--- src/psram_seq_params.svh ---
`ifndef PSRAM_SEQ_PARAMS_SVH
`define PSRAM_SEQ_PARAMS_SVH

// ==========================================================
// timing figures
`define POWER_UP_INIT_TIME_US      150
`define SOFT_RESET_RECOVERY_NS     400
`define CLOCK_PERIOD_NS            10
`define POWER_UP_INIT_CYCLES       ((`POWER_UP_INIT_TIME_US * 1000) / `CLOCK_PERIOD_NS)
`define SOFT_RESET_RECOVERY_CYCLES (`SOFT_RESET_RECOVERY_NS / `CLOCK_PERIOD_NS)
// select pin change to timer load, one cycle of phase margin included
`define PIN_SYNC_CYCLES            6

// ==========================================================
// reset values
`define CONFIG0_DEFAULT            16'h8F1F
`define CONFIG1_DEFAULT            16'h0002
`define REFRESH_ROW_DEFAULT        13'h0000

`endif

--- src/psram_seq_pkg.sv ---
package psram_seq_pkg;

  typedef enum logic [2:0] {
    ST_RESET   = 3'b000,
    ST_INIT    = 3'b001,
    ST_STANDBY = 3'b010,
    ST_SLEEP   = 3'b011,
    ST_DPD     = 3'b100,
    ST_SOFTRST = 3'b101
  } seq_state_t;

endpackage

--- src/pin_sync.sv ---
`timescale 1ns/10ps

module pin_sync (
  input  wire logic clk_in,
  input  wire logic rst_in,
  input  wire logic init_in,
  input  wire logic pin_in,
  output logic      level_out
);

  logic s1_r;
  logic s2_r;
  logic s3_r;

  // ==========================================================
  // three stages; a change counts once stages two and three agree
  always_ff @(posedge clk_in or posedge rst_in) begin
    if (rst_in) begin
      s1_r <= 1'b0;
      s2_r <= 1'b0;
      s3_r <= 1'b0;
    end else begin
      s1_r <= pin_in;
      s2_r <= s1_r;
      s3_r <= s2_r;
    end
  end

  always_ff @(posedge clk_in or posedge rst_in) begin
    if (rst_in) begin
      level_out <= 1'b0;
    end else if (init_in) begin
      level_out <= 1'b0;
    end else if (s2_r == s3_r) begin
      level_out <= s3_r;
    end
  end

endmodule // pin_sync

--- src/cycle_timer.sv ---
`timescale 1ns/10ps

module cycle_timer #(
  parameter int WIDTH = 16
) (
  input  wire logic             clk_in,
  input  wire logic             rst_in,
  input  wire logic             load_in,
  input  wire logic [WIDTH-1:0] count_in,
  output logic                  done_out
);

  logic [WIDTH-1:0] cnt_r;

  initial begin
    if (WIDTH < 2) $error("cycle_timer width too small");
  end

  // ==========================================================
  // loads a count, done rises when it reaches zero
  always_ff @(posedge clk_in or posedge rst_in) begin
    if (rst_in) begin
      cnt_r <= '0;
    end else if (load_in) begin
      cnt_r <= count_in;
    end else if (cnt_r != '0) begin
      cnt_r <= cnt_r - 1'b1;
    end
  end

  assign done_out = (cnt_r == '0) && !load_in;

endmodule // cycle_timer

--- src/psram_reset_init_sequencer.sv ---
`timescale 1ns/10ps
`include "psram_seq_params.svh"

module psram_reset_init_sequencer #(
  parameter int INIT_CYCLES = `POWER_UP_INIT_CYCLES,
  parameter int ROW_BITS    = 13
) (
  input  wire logic                CLOCK_IN,
  input  wire logic                RST_IN,
  input  wire logic                POWER_GOOD_IN,
  input  wire logic                RESET_N_IN,
  input  wire logic                SELECT_N_IN,
  input  wire logic                SOFT_RESET_CMD_IN,
  input  wire logic                SLEEP_ENTER_IN,
  input  wire logic                DPD_ENTER_IN,
  input  wire logic                WAKE_IN,
  input  wire logic                REFRESH_TICK_IN,
  input  wire logic                CONFIG_WE_IN,
  input  wire logic                CONFIG_SEL_IN,
  input  wire logic [15:0]         CONFIG_DATA_IN,
  output logic                     READY_OUT,
  output logic                     REFRESH_EN_OUT,
  output logic                     ARRAY_INVALID_OUT,
  output logic [ROW_BITS-1:0]      REFRESH_ROW_OUT,
  output logic [15:0]              CONFIG0_OUT,
  output logic [15:0]              CONFIG1_OUT,
  output logic [2:0]               STATE_OUT
);

  localparam int INIT_W = $clog2(INIT_CYCLES + 1) + 1;
  // the pin sync eats into the standby budget, so the timer gets only what is left
  localparam int SR_CYC = (`SOFT_RESET_RECOVERY_CYCLES - `PIN_SYNC_CYCLES < 1) ? 1 :
                          `SOFT_RESET_RECOVERY_CYCLES - `PIN_SYNC_CYCLES;

  initial begin
    if (INIT_CYCLES < 1) $error("INIT_CYCLES must be at least one");
    if (ROW_BITS < 1 || ROW_BITS > 13) $error("ROW_BITS out of range");
  end

  psram_seq_pkg::seq_state_t state_r;
  logic                      pwr_s;
  logic                      rstn_s;
  logic                      sel_s;
  logic                      sel_d_r;
  logic [INIT_W-1:0]         init_age_r;
  logic                      sr_pend_r;
  logic                      sr_end;
  logic                      tmr_load;
  logic [INIT_W-1:0]         tmr_count;
  logic                      tmr_done;

  // ==========================================================
  // pin synchronisers
  pin_sync u_pwr (
    .clk_in    (CLOCK_IN),
    .rst_in    (RST_IN),
    .init_in   (1'b0),
    .pin_in    (POWER_GOOD_IN),
    .level_out (pwr_s)
  );

  pin_sync u_rstn (
    .clk_in    (CLOCK_IN),
    .rst_in    (RST_IN),
    .init_in   (1'b0),
    .pin_in    (RESET_N_IN),
    .level_out (rstn_s)
  );

  // select synced active high: its idle level matches the flop reset, no false end
  pin_sync u_sel (
    .clk_in    (CLOCK_IN),
    .rst_in    (RST_IN),
    .init_in   (1'b0),
    .pin_in    (!SELECT_N_IN),
    .level_out (sel_s)
  );

  // ==========================================================
  // soft reset: command latched, acted on when select rises
  always_ff @(posedge CLOCK_IN or posedge RST_IN) begin
    if (RST_IN) begin
      sel_d_r <= 1'b0;
    end else begin
      sel_d_r <= sel_s;
    end
  end

  assign sr_end = !sel_s && sel_d_r;

  // set wins over the select-end clear, not the pin reset clear, so a command in the clearing cycle is kept
  always_ff @(posedge CLOCK_IN or posedge RST_IN) begin
    if (RST_IN) begin
      sr_pend_r <= 1'b0;
    end else if (!rstn_s || !pwr_s) begin
      sr_pend_r <= 1'b0;
    end else if (SOFT_RESET_CMD_IN) begin
      sr_pend_r <= 1'b1;
    end else if (sr_end) begin
      sr_pend_r <= 1'b0;
    end
  end

  // ==========================================================
  // shared timer for init period and soft reset recovery
  assign tmr_load  = (state_r == psram_seq_pkg::ST_RESET && pwr_s && rstn_s) ||
                     (state_r == psram_seq_pkg::ST_STANDBY && sr_pend_r && sr_end);
  assign tmr_count = (state_r == psram_seq_pkg::ST_RESET) ?
                     INIT_W'(INIT_CYCLES - 1) : INIT_W'(SR_CYC - 1);

  cycle_timer #(
    .WIDTH (INIT_W)
  ) u_tmr (
    .clk_in   (CLOCK_IN),
    .rst_in   (RST_IN),
    .load_in  (tmr_load),
    .count_in (tmr_count),
    .done_out (tmr_done)
  );

  // ==========================================================
  // sequencer
  always_ff @(posedge CLOCK_IN or posedge RST_IN) begin
    if (RST_IN) begin
      state_r <= psram_seq_pkg::ST_RESET;
    end else if (!pwr_s || !rstn_s) begin
      state_r <= psram_seq_pkg::ST_RESET;
    end else begin
      case (state_r)
        psram_seq_pkg::ST_RESET: begin
          state_r <= psram_seq_pkg::ST_INIT;
        end
        psram_seq_pkg::ST_INIT: begin
          if (tmr_done) begin
            state_r <= psram_seq_pkg::ST_STANDBY;
          end
        end
        psram_seq_pkg::ST_STANDBY: begin
          if (sr_pend_r && sr_end) begin
            state_r <= psram_seq_pkg::ST_SOFTRST;
          end else if (DPD_ENTER_IN) begin
            state_r <= psram_seq_pkg::ST_DPD;
          end else if (SLEEP_ENTER_IN) begin
            state_r <= psram_seq_pkg::ST_SLEEP;
          end
        end
        psram_seq_pkg::ST_SLEEP: begin
          if (WAKE_IN) begin
            state_r <= psram_seq_pkg::ST_STANDBY;
          end
        end
        psram_seq_pkg::ST_DPD: begin
          // leaving power down needs a full init; wake goes back through reset
          if (WAKE_IN) begin
            state_r <= psram_seq_pkg::ST_RESET;
          end
        end
        psram_seq_pkg::ST_SOFTRST: begin
          if (tmr_done) begin
            state_r <= psram_seq_pkg::ST_STANDBY;
          end
        end
        default: begin
          state_r <= psram_seq_pkg::ST_RESET;
        end
      endcase
    end
  end

  // ==========================================================
  // configuration registers
  always_ff @(posedge CLOCK_IN or posedge RST_IN) begin
    if (RST_IN) begin
      CONFIG0_OUT <= `CONFIG0_DEFAULT;
      CONFIG1_OUT <= `CONFIG1_DEFAULT;
    end else if (state_r == psram_seq_pkg::ST_RESET ||
                 state_r == psram_seq_pkg::ST_SOFTRST) begin
      CONFIG0_OUT <= `CONFIG0_DEFAULT;
      CONFIG1_OUT <= `CONFIG1_DEFAULT;
    end else if (CONFIG_WE_IN && state_r == psram_seq_pkg::ST_STANDBY) begin
      if (CONFIG_SEL_IN) begin
        CONFIG1_OUT <= CONFIG_DATA_IN;
      end else begin
        CONFIG0_OUT <= CONFIG_DATA_IN;
      end
    end
  end

  // ==========================================================
  // self-refresh and row counter
  always_ff @(posedge CLOCK_IN or posedge RST_IN) begin
    if (RST_IN) begin
      REFRESH_EN_OUT  <= 1'b0;
      REFRESH_ROW_OUT <= ROW_BITS'(`REFRESH_ROW_DEFAULT);
    end else if (state_r == psram_seq_pkg::ST_RESET ||
                 state_r == psram_seq_pkg::ST_SOFTRST ||
                 state_r == psram_seq_pkg::ST_DPD) begin
      REFRESH_EN_OUT  <= 1'b0;
      REFRESH_ROW_OUT <= ROW_BITS'(`REFRESH_ROW_DEFAULT);
    end else begin
      REFRESH_EN_OUT <= 1'b1;
      if (REFRESH_TICK_IN) begin
        REFRESH_ROW_OUT <= REFRESH_ROW_OUT + 1'b1;
      end
    end
  end

  // array content lost on any reset, cleared on the next config write in standby
  always_ff @(posedge CLOCK_IN or posedge RST_IN) begin
    if (RST_IN) begin
      ARRAY_INVALID_OUT <= 1'b1;
    end else if (state_r == psram_seq_pkg::ST_RESET ||
                 state_r == psram_seq_pkg::ST_SOFTRST) begin
      ARRAY_INVALID_OUT <= 1'b1;
    end else if (CONFIG_WE_IN && state_r == psram_seq_pkg::ST_STANDBY) begin
      ARRAY_INVALID_OUT <= 1'b0;
    end
  end

  always_ff @(posedge CLOCK_IN or posedge RST_IN) begin
    if (RST_IN) begin
      READY_OUT <= 1'b0;
      STATE_OUT <= 3'h0;
    end else begin
      READY_OUT <= (state_r == psram_seq_pkg::ST_STANDBY);
      STATE_OUT <= state_r;
    end
  end

  // cycles spent in init; a counter, as the init span is far beyond a delay range
  always_ff @(posedge CLOCK_IN or posedge RST_IN) begin
    if (RST_IN) begin
      init_age_r <= '0;
    end else if (state_r != psram_seq_pkg::ST_INIT) begin
      init_age_r <= '0;
    end else if (init_age_r != '1) begin
      init_age_r <= init_age_r + 1'b1;
    end
  end
endmodule // psram_reset_init_sequencer

--- config.mk ---
export PLATFORM = sky130hd
export DESIGN_NAME = psram_reset_init_sequencer
export DESIGN_NICKNAME = d
export VERILOG_FILES = /design/src/psram_seq_pkg.sv /design/src/pin_sync.sv /design/src/cycle_timer.sv /design/src/psram_reset_init_sequencer.sv
export VERILOG_INCLUDE_DIRS = /design/src
export SDC_FILE = /design/constraint.sdc
export NUM_CORES = 1
export LEC_CHECK = 0
export BUFFER_PORTS_ARGS = -buffer_cell sky130_fd_sc_hd__clkbuf_2
export CAP_MARGIN = 0
export CORE_MARGIN = 2
export CORE_UTILIZATION = 40
export CTS_CLUSTER_SIZE = 8
export DETAILED_ROUTE_END_ITERATION = 6
export PLACE_DENSITY = 0.63
export SYNTH_ARGS = -nofsm -noshare
export SYNTH_HDL_FRONTEND = slang
export SYNTH_SLANG_ARGS = --single-unit
--- constraint.sdc ---
create_clock -name CLOCK_IN -period 2.3 [get_ports CLOCK_IN]
set_input_delay 0.115 -clock CLOCK_IN [delete_from_list [all_inputs] [get_ports CLOCK_IN]]
set_output_delay 0.115 -clock CLOCK_IN [all_outputs]
set_load 0.01 [all_outputs]
==> metrics.csv, run 1 <==
stage,metric,value,unit
layout,syn2layout_area_growth,26.3,%
cts,cts_tree,yes,
place,io_buffers,78,
floorplan,die-area,0.00990,sq mm
synth,ys_warn_count,0,
route,drc_errors,0,
place,hpwl,5470,um
layout,postLayoutCellArea,0.00461,sq mm
floorplan,ios,79,
grt,grt_max_degree,52,
setup_path,rr_worst_depth,6,
hold_path,whs_path_depth,3,
grt,grtUsageTotal,16.8,%
power,finalPower,3.32,mW
sta,clock.fmax,532,MHz
synth,seq_area_frac_synth,57.3,%
synth,async_flop_share,100,%
setup_path,critPathKind,flip-flop to flip-flop,
cts,numCtsBuffers,9,
route,avgViaCountPerCell,5.04,
route,wl,7990,um
cts,clkTransAtPathRegs,90,ps
power,power_density,719,mW/mm^2
setup_path,arrival,2110,ps
route,drt_iter0_drc,102,
setup_path,cp.required,2530,ps
floorplan,core_area,0.00881,sq mm
floorplan,fp.dieW,99.5,um
sta,rsz0062_at_grt,no,
cts,insertion_delay,350,ps
layout,antenna_cells,0,
hold_path,worstHoldPathType,primary input to flip-flop,
run,max_cap_viol_count,0,
cts,cts_setup_buffers,0,
route,wire_per_inst,13.8,um
floorplan,initial_core_util,41.4,%
sta,max_slew.worst_pin.slew,696,ps
place,routabilityCongestion,0.876,
synth,ys_ff_latch,83,
sta,relSlewSlack,53.6,%
sta,drv_slew,0,
synth,syn_nets,394,
sta,skew,11.6,ps
grt,antenna_found_initial,0,
synth,postSynthAreaPerCell,10.0,sq um
cts,cts-root-buf,clkbuf_8,
cts,cts_num_sinks,83,
sta,tns,0,ps
setup_path,r2r_setup_slack,420,ps
route,ant_nets,0,
grt,grt_pass1_vias,2784,
power,leakage,2.08,nW
grt,grt_pass1_wl,13300,um
sta,setup_viol,0,
synth,synth_edf_count,0,
synth,synthesis.area,0.00365,sq mm
synth,synth.distinct_cells,55,
sta,holdWs,128,ps
setup_path,critPathLaunchType,flip-flop,
layout,finalCoreUtilization,52.3,%
synth,synth_cells,364,
cts,cts.path.max_buffers,2,
route,dr_total_vias,2911,
sta,fin_crit,1880,ps
status,status,"finished, final reports clean",
sta,hold_viol,0,
synth,synth_ff_type,dfrtp_1,
cts,cts_htree_levels,3,
floorplan,die_height,99.5,um
route,dr.pass1.iters,4,
place,postPlaceCellArea,0.00417,sq mm
layout,fin_nets,495,
grt,overflow,0,
setup_path,cp_max_fo,8,
setup_path,critPathCaptureType,flip-flop,
floorplan,rows,34,
layout,drive_gt1_share,26.6,%
sta,min_period_over_period,81.7,%
power,vdd_drop_max,0.359,mV
-- layout by cell type, fill, tap and decap left out, drive strengths merged, types with 2 or more instances in the layout --
cell type    netlist  routed
bufinv             0       2
dfrtp             71      71
dfstp             12      12
buf                8       6
nand3             20      20
mux2i              4       4
inv               10      10
nand3b             4       4
clkinvlp           0       2
clkbuf             7      89
or2                2       2
nor2              19      19
nor4               6       6
ha                 2       2
nand2b             3       3
nand2             85      85
nor3               5       5
xor2               6       6
dlygate4sd3        0      21
o21ai             22      22
a21oi             25      25
nand4              6       6
xnor2              7       7
or3                7       7
nor4b              3       3
maj3               3       3
o211ai             2       2
a21o               2       2
nor3b              2       2
-- what timing repair did --
| action | 4_1_cts | 5_1_grt |
|---|---|---|
| hold endpoints to repair | 56 | 0 |
| endpoints found under the setup margin | 0 | 6 |
| resized for setup | 0 | 1 |
| hold buffers | 21 | 0 |
-- metrics by stage --
| step | instances | worst slack, ps |
|---|---|---|
| after CTS | 578 | 257 |
| after detailed placement | 541 | 269 |
| after global placement | 541 | 408 |
| after global routing | 578 | 188 |
| after floorplan | 364 | 68.1 |
| final | 578 | 421 |
-- Yosys cell counts (all sizes together) (7+ instances only) --
| cell type | n | share of area, % |
|---|---|---|
| a21oi | 25 | 3.4 |
| buf | 8 | 1.1 |
| clkbuf | 7 | 0.72 |
| dfrtp | 71 | 49 |
| dfstp | 12 | 8.6 |
| inv | 10 | 1.0 |
| nand2 | 85 | 8.8 |
| nand3 | 20 | 2.7 |
| nor2 | 19 | 2.0 |
| o21ai | 22 | 3.0 |
| or3 | 7 | 1.2 |
| xnor2 | 7 | 1.7 |
-- cell type report --
class / instances / area [sq um]
well taps: 108 / 135
flip-flops and latches: 83 / 2090
clock buffers: 11 / 141
clock inverters: 5 / 83.8
repair buffers: 105 / 658
multi-input cells: 256 / 1460
inverters: 10 / 38.8
fillers: 782 / 4200
-- final timing paths --
path                                       to             from
setup / recovery                   state_r[0]   u_tmr.cnt_r[0]
hold / removal             REFRESH_ROW_OUT[0]  REFRESH_TICK_IN
setup reg to reg                   state_r[0]   u_tmr.cnt_r[0]
hold reg to reg                    u_pwr.s2_r       u_pwr.s1_r
max in group asynchronous   ARRAY_INVALID_OUT           RST_IN
min in group asynchronous      CONFIG1_OUT[9]           RST_IN
-- report_power, final --
| part | internal (mW) | leakage (nW) | switching (mW) |
|---|---|---|---|
| Clock | 0.646 | 0.106 | 0.538 |
| Combinational | 0.202 | 0.925 | 0.271 |
| Sequential | 1.55 | 1.04 | 0.108 |
| Total | 2.40 | 2.08 | 0.917 |
-- critical path, cell delays in order, from the launching register on --
cell	delay [ps]
dfrtp_1	420
inv_1	90
ha_1	260
nor4b_2	320
nand4_2	280
a211oi_2	290
o32ai_1	90
-- logic make-up (layout without fill, tap and decap cells) --
kind of cell,after synthesis,count (layout),share of synthesized area (%)
AO/OA/AOI/OAI,62,62,10.2
AND/OR/NAND/NOR,172,172,23.9
multiplexers,4,4,1.10
buffers and inverters,25,131,2.85
adder cells (fa/ha/maj),5,5,1.51
XOR/XNOR,13,13,3.12
flip-flops,83,83,57.3
-- sequential cells by signal, summed over array words and instances, names as in the netlist, 3 cells and up --
| register | cells |
|---|---|
| state_r | 3 |
| u_tmr.cnt_r | 15 |
| REFRESH_ROW_OUT | 13 |
| STATE_OUT | 3 |
| CONFIG1_OUT | 16 |
| CONFIG0_OUT | 16 |
-- per-layer routing --
layer	wire length, um	up-vias	global-route usage [%]	part of all wire, %
li1	-	1463	-	-
met1	3710	1391	23.2	46
met2	3890	45	25.7	49
met3	238	12	3.23	3.0
met4	153	0	7.80	1.9
met5	0	-	0	0
(Power assumes the default switching activity.)
==> inputs of run 2 (changes only) <==
clock period = 1.5 ns   (was 2.3 ns; I/O delays follow)
==> metrics.csv, run 2 (same netlist as run 1, synthesis figures left out) <==
stage,metric,value,unit,change
status,status,"finished, violations left",,"was finished, final reports clean"
status,violations,negative setup slack,,
power,pwr-share-clk,36.8,%,was 35.7%
route,drt_iter0_drc,141,,was 102
route,wl,8710,um,was 7990 um
route,dr_total_vias,3126,,was 2911
grt,grt_max_degree,33,,was 52
grt,grt_pass1_wl,14400,um,was 13300 um
place,pre_cts_ws,-154,ps,was 269 ps
cts,clkTransAtPathRegs,80,ps,was 90 ps
grt,antenna_found_initial,0,,unchanged
layout,syn2layout_area_growth,39.7,%,was 26.3%
power,leakage,2.32,nW,was 2.08 nW
sta,rsz0062_at_grt,yes,,was no
power,p_switching,1.50,mW,was 0.917 mW
cts,cts-root-buf,clkbuf_8,,unchanged
layout,drive_gt1_share,35.8,%,was 26.6%
route,avgViaCountPerCell,5.07,,was 5.04
floorplan,ios,79,,unchanged
sta,hold_viol,0,,unchanged
cts,numCtsBuffers,9,,unchanged
place,routabilityCongestion,0.869,,was 0.876
setup_path,arrival,1800,ps,was 2110 ps
power,power_density,1120,mW/mm^2,was 719 mW/mm^2
power,vdd_drop_max,0.681,mV,was 0.359 mV
floorplan,die_height,99.5,um,unchanged
sta,clock.fmax,650,MHz,was 532 MHz
floorplan,core_area,0.00881,sq mm,unchanged
cts,cts.path.max_buffers,2,,unchanged
sta,fin_crit,1540,ps,was 1880 ps
sta,max_slew.worst_pin.slew,462,ps,was 696 ps
cts,insertion_delay,350,ps,about the same
cts,cts_tree,yes,,unchanged
floorplan,die-area,0.00990,sq mm,unchanged
place,postPlaceCellArea,0.00450,sq mm,was 0.00417 sq mm
layout,postLayoutCellArea,0.00510,sq mm,was 0.00461 sq mm
sta,skew,11.3,ps,was 11.6 ps
layout,multi_input_area,0.00159,sq mm,was 0.00146 sq mm
route,wire_per_inst,14.1,um,was 13.8 um
power,swShare,26.3,%,was 27.7%
layout,layout_common_cells,"81 x nand2_1, 78 x clkbuf_2, 69 x dfrtp_1",,"was 84 x nand2_1, 78 x clkbuf_2, 71 x dfrtp_1"
cts,cts_htree_levels,3,,unchanged
power,seqPwrFrac,43.7,%,was 50.1%
setup_path,critPathCaptureType,flip-flop,,unchanged
sta,tns,-74.1,ps,was 0 ps
sta,min_period_over_period,103,%,was 81.7%
run,max_cap_viol_count,0,,unchanged
sta,drv_slew,0,,unchanged
power,p_int,4.21,mW,was 2.40 mW
setup_path,cp_max_fo,8,,unchanged
setup_path,critPathLaunchType,flip-flop,,unchanged
cts,cts_num_sinks,83,,unchanged
route,drc_errors,0,,unchanged
place,dp_cells,577,,was 541
layout,antenna_cells,0,,unchanged
sta,setup_viol,3,,was 0
grt,overflow,0,,unchanged
floorplan,fp.dieW,99.5,um,unchanged
route,ant_nets,0,,unchanged
floorplan,initial_core_util,41.4,%,unchanged
layout,top_regs,"CONFIG0_OUT: 16 flops, CONFIG1_OUT: 16 flops, u_tmr.cnt_r: 15 flops",,unchanged
sta,fin_ws,-39.0,ps,was 421 ps
route,dr.pass1.iters,5,,was 4
floorplan,rows,34,,unchanged
sta,relSlewSlack,69.2,%,was 53.6%
setup_path,cp.required,1760,ps,was 2530 ps
hold_path,worstHoldPathType,primary input to flip-flop,,unchanged
power,comb_power_share,19.5,%,was 14.3%
setup_path,critPathKind,flip-flop to flip-flop,,unchanged
layout,filler_cell_count,788,,was 782
grt,grt_pass1_vias,3089,,was 2784
layout,ff_latch_area,0.00209,sq mm,about the same
place,io_buffers,78,,unchanged
grt,grtUsageTotal,18.3,%,was 16.8%
layout,final_common_cell,nand2_1,,unchanged
layout,stdcell_count,616,,was 578
layout,fin_nets,533,,was 495
place,hpwl,6050,um,was 5470 um
run 2: cell count changes in the layout (fill, tap and decap cells not counted), sizes merged:
cell      delta
buf         +38
clkinvlp     -1
bufinv       +2
clkbuf       -1
run 2: cell type report:
cell class              count  share of cell area, %
clock inverters             6                   2.68
repair buffers            143                   19.1
multi-input cells         256                   31.1
flip-flops and latches     83                   41.1
inverters                  10                  0.810
clock buffers              10                   2.50
well taps                 108                   2.65
run 2: worst max-delay path, cell delays in order (launching register included):
cell      delay [ps]
dfrtp_2          470
buf_4            170
nor3b_2          240
nor4b_4          260
buf_4            160
a211oi_2          30
o32ai_1          100
run 2: path summary, 6_finish.rpt:
kind / to / slack, ps / start / depth (start not counted)
worst max register to register: state_r[0] / -40 / state_r[2] / 6
worst min-delay path: REFRESH_ROW_OUT[0] / 80 / REFRESH_TICK_IN / 3
worst min register to register: u_pwr.s2_r / 350 / u_pwr.s1_r / 0
max in group asynchronous: CONFIG0_OUT[1] / 650 / RST_IN / 4
min in group asynchronous: CONFIG1_OUT[15] / 270 / RST_IN / 3
worst max-delay path: state_r[0] / -40 / state_r[2] / 6
run 2: power by group through the flow:
| stage | registers, mW | logic [mW] | clock network, mW |
|---|---|---|---|
| global placement | 2.53 | 0.994 | 0 |
| detailed placement | 2.53 | 1.01 | 0 |
| CTS | 2.50 | 1.07 | 2.17 |
| floorplan | 2.56 | 0.521 | 0 |
| global route | 2.52 | 1.23 | 2.25 |
| finish | 2.50 | 1.11 | 2.10 |
run 2: through the flow:
step | total power [mW] | hold WS (ps) | util (%)
6_report | 5.71 | 84.1 | 57.9
5_1_grt | 6.00 | 93.0 | 57.9
4_1_cts | 5.74 | 69.2 | 57.1
3_5_place_dp | 3.54 | 115 | 51.1
3_3_place_gp | 3.52 | 106 | 51.1
2_1_floorplan | 3.08 | 106 | -
run 2: routing by layer:
| metal | part of all wire, % | up-vias | global-route usage, % |
|---|---|---|---|
| met2 | 49 | 75 | 29.1 |
| met4 | 2.4 | 0 | 8.43 |
| met3 | 3.6 | 18 | 4.50 |
| li1 | - | 1541 | - |
| met1 | 45 | 1492 | 23.7 |
| met5 | 0 | - | 0 |
run 2: timing repair:
item | in CTS | in global routing
pin swaps | 3 | 9
endpoints found under the setup margin | 11 | 46
hold endpoints to repair | 45 | 0
gates resized for setup | 9 | 16
buffers inserted | 2 | 0
hold buffers | 21 | 0
==> inputs of run 3 (changes only) <==
BUFFER_PORTS_ARGS = default   (was -buffer_cell sky130_fd_sc_hd__clkbuf_2)
CORE_ASPECT_RATIO = 0.6   (was default)
DONT_BUFFER_PORTS = 1   (was default)
PLACE_DENSITY = 0.62   (was 0.63)
==> metrics.csv, run 3 (same netlist as run 1, synthesis figures left out) <==
stage,metric,value,unit,change
status,status,"finished, violations left",,unchanged
status,violations,negative setup slack,,unchanged
sta,drv_slew,0,,unchanged
grt,overflow,0,,unchanged
setup_path,critPathLaunchType,flip-flop,,unchanged
setup_path,startpoint,u_tmr.cnt_r[1],,was state_r[2]
layout,antenna_cells,0,,unchanged
layout,drive_gt1_share,25.5,%,was 35.8%
floorplan,initial_core_util,42.0,%,was 41.4%
layout,fin_nets,468,,was 533
place,routabilityCongestion,0.901,,was 0.869
route,wl,9170,um,was 8710 um
power,vdd_drop_max,0.768,mV,was 0.681 mV
setup_path,rr_worst_depth,8,,was 6
place,io_buffers,0,,was 78
cts,cts.path.max_buffers,2,,unchanged
setup_path,arrival,1780,ps,was 1800 ps
sta,fin_ws,-60.9,ps,was -39.0 ps
cts,insertion_delay,340,ps,was 350 ps
route,dr_total_vias,2968,,was 3126
cts,numCtsBuffers,9,,unchanged
setup_path,critPathCaptureType,flip-flop,,unchanged
setup_path,critPathKind,flip-flop to flip-flop,,unchanged
route,avgViaCountPerCell,5.35,,was 5.07
place,postPlaceCellArea,0.00418,sq mm,was 0.00450 sq mm
floorplan,rows,26,,was 34
cts,cts_htree_levels,3,,unchanged
floorplan,die_height,78.0,um,was 99.5 um
sta,setup_viol,10,,was 3
sta,hold_viol,0,,unchanged
grt,grt_pass1_vias,2958,,was 3089
layout,top_regs,"CONFIG0_OUT: 16 flops, CONFIG1_OUT: 16 flops, u_tmr.cnt_r: 15 flops",,unchanged
cts,cts_tree,yes,,unchanged
sta,skew,4.85,ps,was 11.3 ps
sta,relSlewSlack,74.9,%,was 69.2%
hold_path,worstHoldEndpoint,state_r[0],,was REFRESH_ROW_OUT[0]
cts,clkTransAtPathRegs,60,ps,was 80 ps
cts,cts-root-buf,clkbuf_16,,was clkbuf_8
setup_path,r2r_setup_slack,-60,ps,was -40 ps
hold_path,whs_path_depth,3,,unchanged
cts,cts_num_sinks,83,,unchanged
sta,min_period_over_period,104,%,was 103%
layout,final_common_cell,nand2_1,,unchanged
route,ant_nets,0,,unchanged
sta,clock.fmax,641,MHz,was 650 MHz
power,power_density,1250,mW/mm^2,was 1120 mW/mm^2
power,leakage,2.08,nW,was 2.32 nW
route,wire_per_inst,16.5,um,was 14.1 um
layout,postLayoutCellArea,0.00492,sq mm,was 0.00510 sq mm
grt,grt_pass1_wl,14900,um,was 14400 um
layout,layout_common_cells,"84 x nand2_1, 67 x dfrtp_1, 46 x buf_4",,"was 81 x nand2_1, 78 x clkbuf_2, 69 x dfrtp_1"
power,finalPower,6.16,mW,was 5.71 mW
run,max_cap_viol_count,0,,unchanged
sta,tns,-288,ps,was -74.1 ps
setup_path,cp_max_fo,8,,unchanged
sta,max_slew.worst_pin.slew,374,ps,was 462 ps
hold_path,hp-start,DPD_ENTER_IN,,was REFRESH_TICK_IN
floorplan,ios,79,,unchanged
sta,rsz0062_at_grt,yes,,unchanged
floorplan,core_area,0.00869,sq mm,was 0.00881 sq mm
route,drc_errors,0,,unchanged
grt,antenna_found_initial,0,,unchanged
route,drt_iter0_drc,168,,was 141
sta,fin_crit,1560,ps,was 1540 ps
floorplan,fp.dieW,127,um,was 99.5 um
place,hpwl,6470,um,was 6050 um
grt,grtUsageTotal,19.3,%,was 18.3%
grt,grt_max_degree,31,,was 33
route,dr.pass1.iters,4,,was 5
place,pre_cts_ws,-89.4,ps,was -154 ps
setup_path,r2r_start,u_tmr.cnt_r[1],,was state_r[2]
layout,syn2layout_area_growth,34.9,%,was 39.7%
floorplan,die-area,0.00993,sq mm,was 0.00990 sq mm
setup_path,r2r_end,state_r[2],,was state_r[0]
hold_path,worstHoldPathType,primary input to flip-flop,,unchanged
setup_path,cp.required,1720,ps,was 1760 ps
==> run 3: per-stage QoR <==
stage / instances / hold slack (ps) / util, %
2_1_floorplan: 364 / 106 / -
3_3_place_gp: 508 / -118 / 48.1
3_5_place_dp: 508 / -110 / 48.1
4_1_cts: 550 / 9.00 / 55.7
5_1_grt: 555 / 61.3 / 56.7
6_report: 555 / 25.5 / 56.7
==> run 3: cell type report <==
cell class | count | area, sq um
repair buffers | 78 | 718
clock inverters | 6 | 113
well taps | 112 | 140
flip-flops and latches | 83 | 2100
fillers | 741 | 3760
clock buffers | 10 | 229
inverters | 10 | 41.3
multi-input cells | 256 | 1590
==> run 3: layer usage <==
layer  share of wire, %  routed length [um]  global-route usage (%)
met4                1.5                 140                    6.59
met1                 47                4300                    25.8
met2                 44                4050                    28.9
met5                  0                   0                       0
met3                7.4                 676                    7.45
==> run 3: critical path, cell delays in order, from the launching register on <==
cell	delay (ps)
dfrtp_1	390
inv_2	90
ha_4	140
nor4b_4	210
buf_4	160
nand4_4	140
buf_4	190
nand3_2	70
a21oi_1	60
==> run 3: timing repair <==
| action | CTS | global route |
|---|---|---|
| gates resized for setup | 14 | 10 |
| hold endpoints to repair | 125 | 1 |
| setup buffers | 2 | 4 |
| hold buffers | 24 | 1 |
| pin swaps | 6 | 5 |
| endpoints found under the setup margin | 16 | 49 |
| gates cloned | 0 | 0 |
==> run 3: worst max-delay path by stage <==
stage,endpoint,cells after the start
finish,state_r[2],8
global route,state_r[1],5
CTS,state_r[0],7
detailed placement,state_r[0],6
global placement,state_r[0],6
floorplan,u_tmr.cnt_r[1],4
==> run 3: where the power goes <==
part	leakage [nW]	switching, mW	internal (mW)
registers	1.04	0.144	2.39
logic	0.876	0.560	0.546
clock network	0.167	0.895	1.63
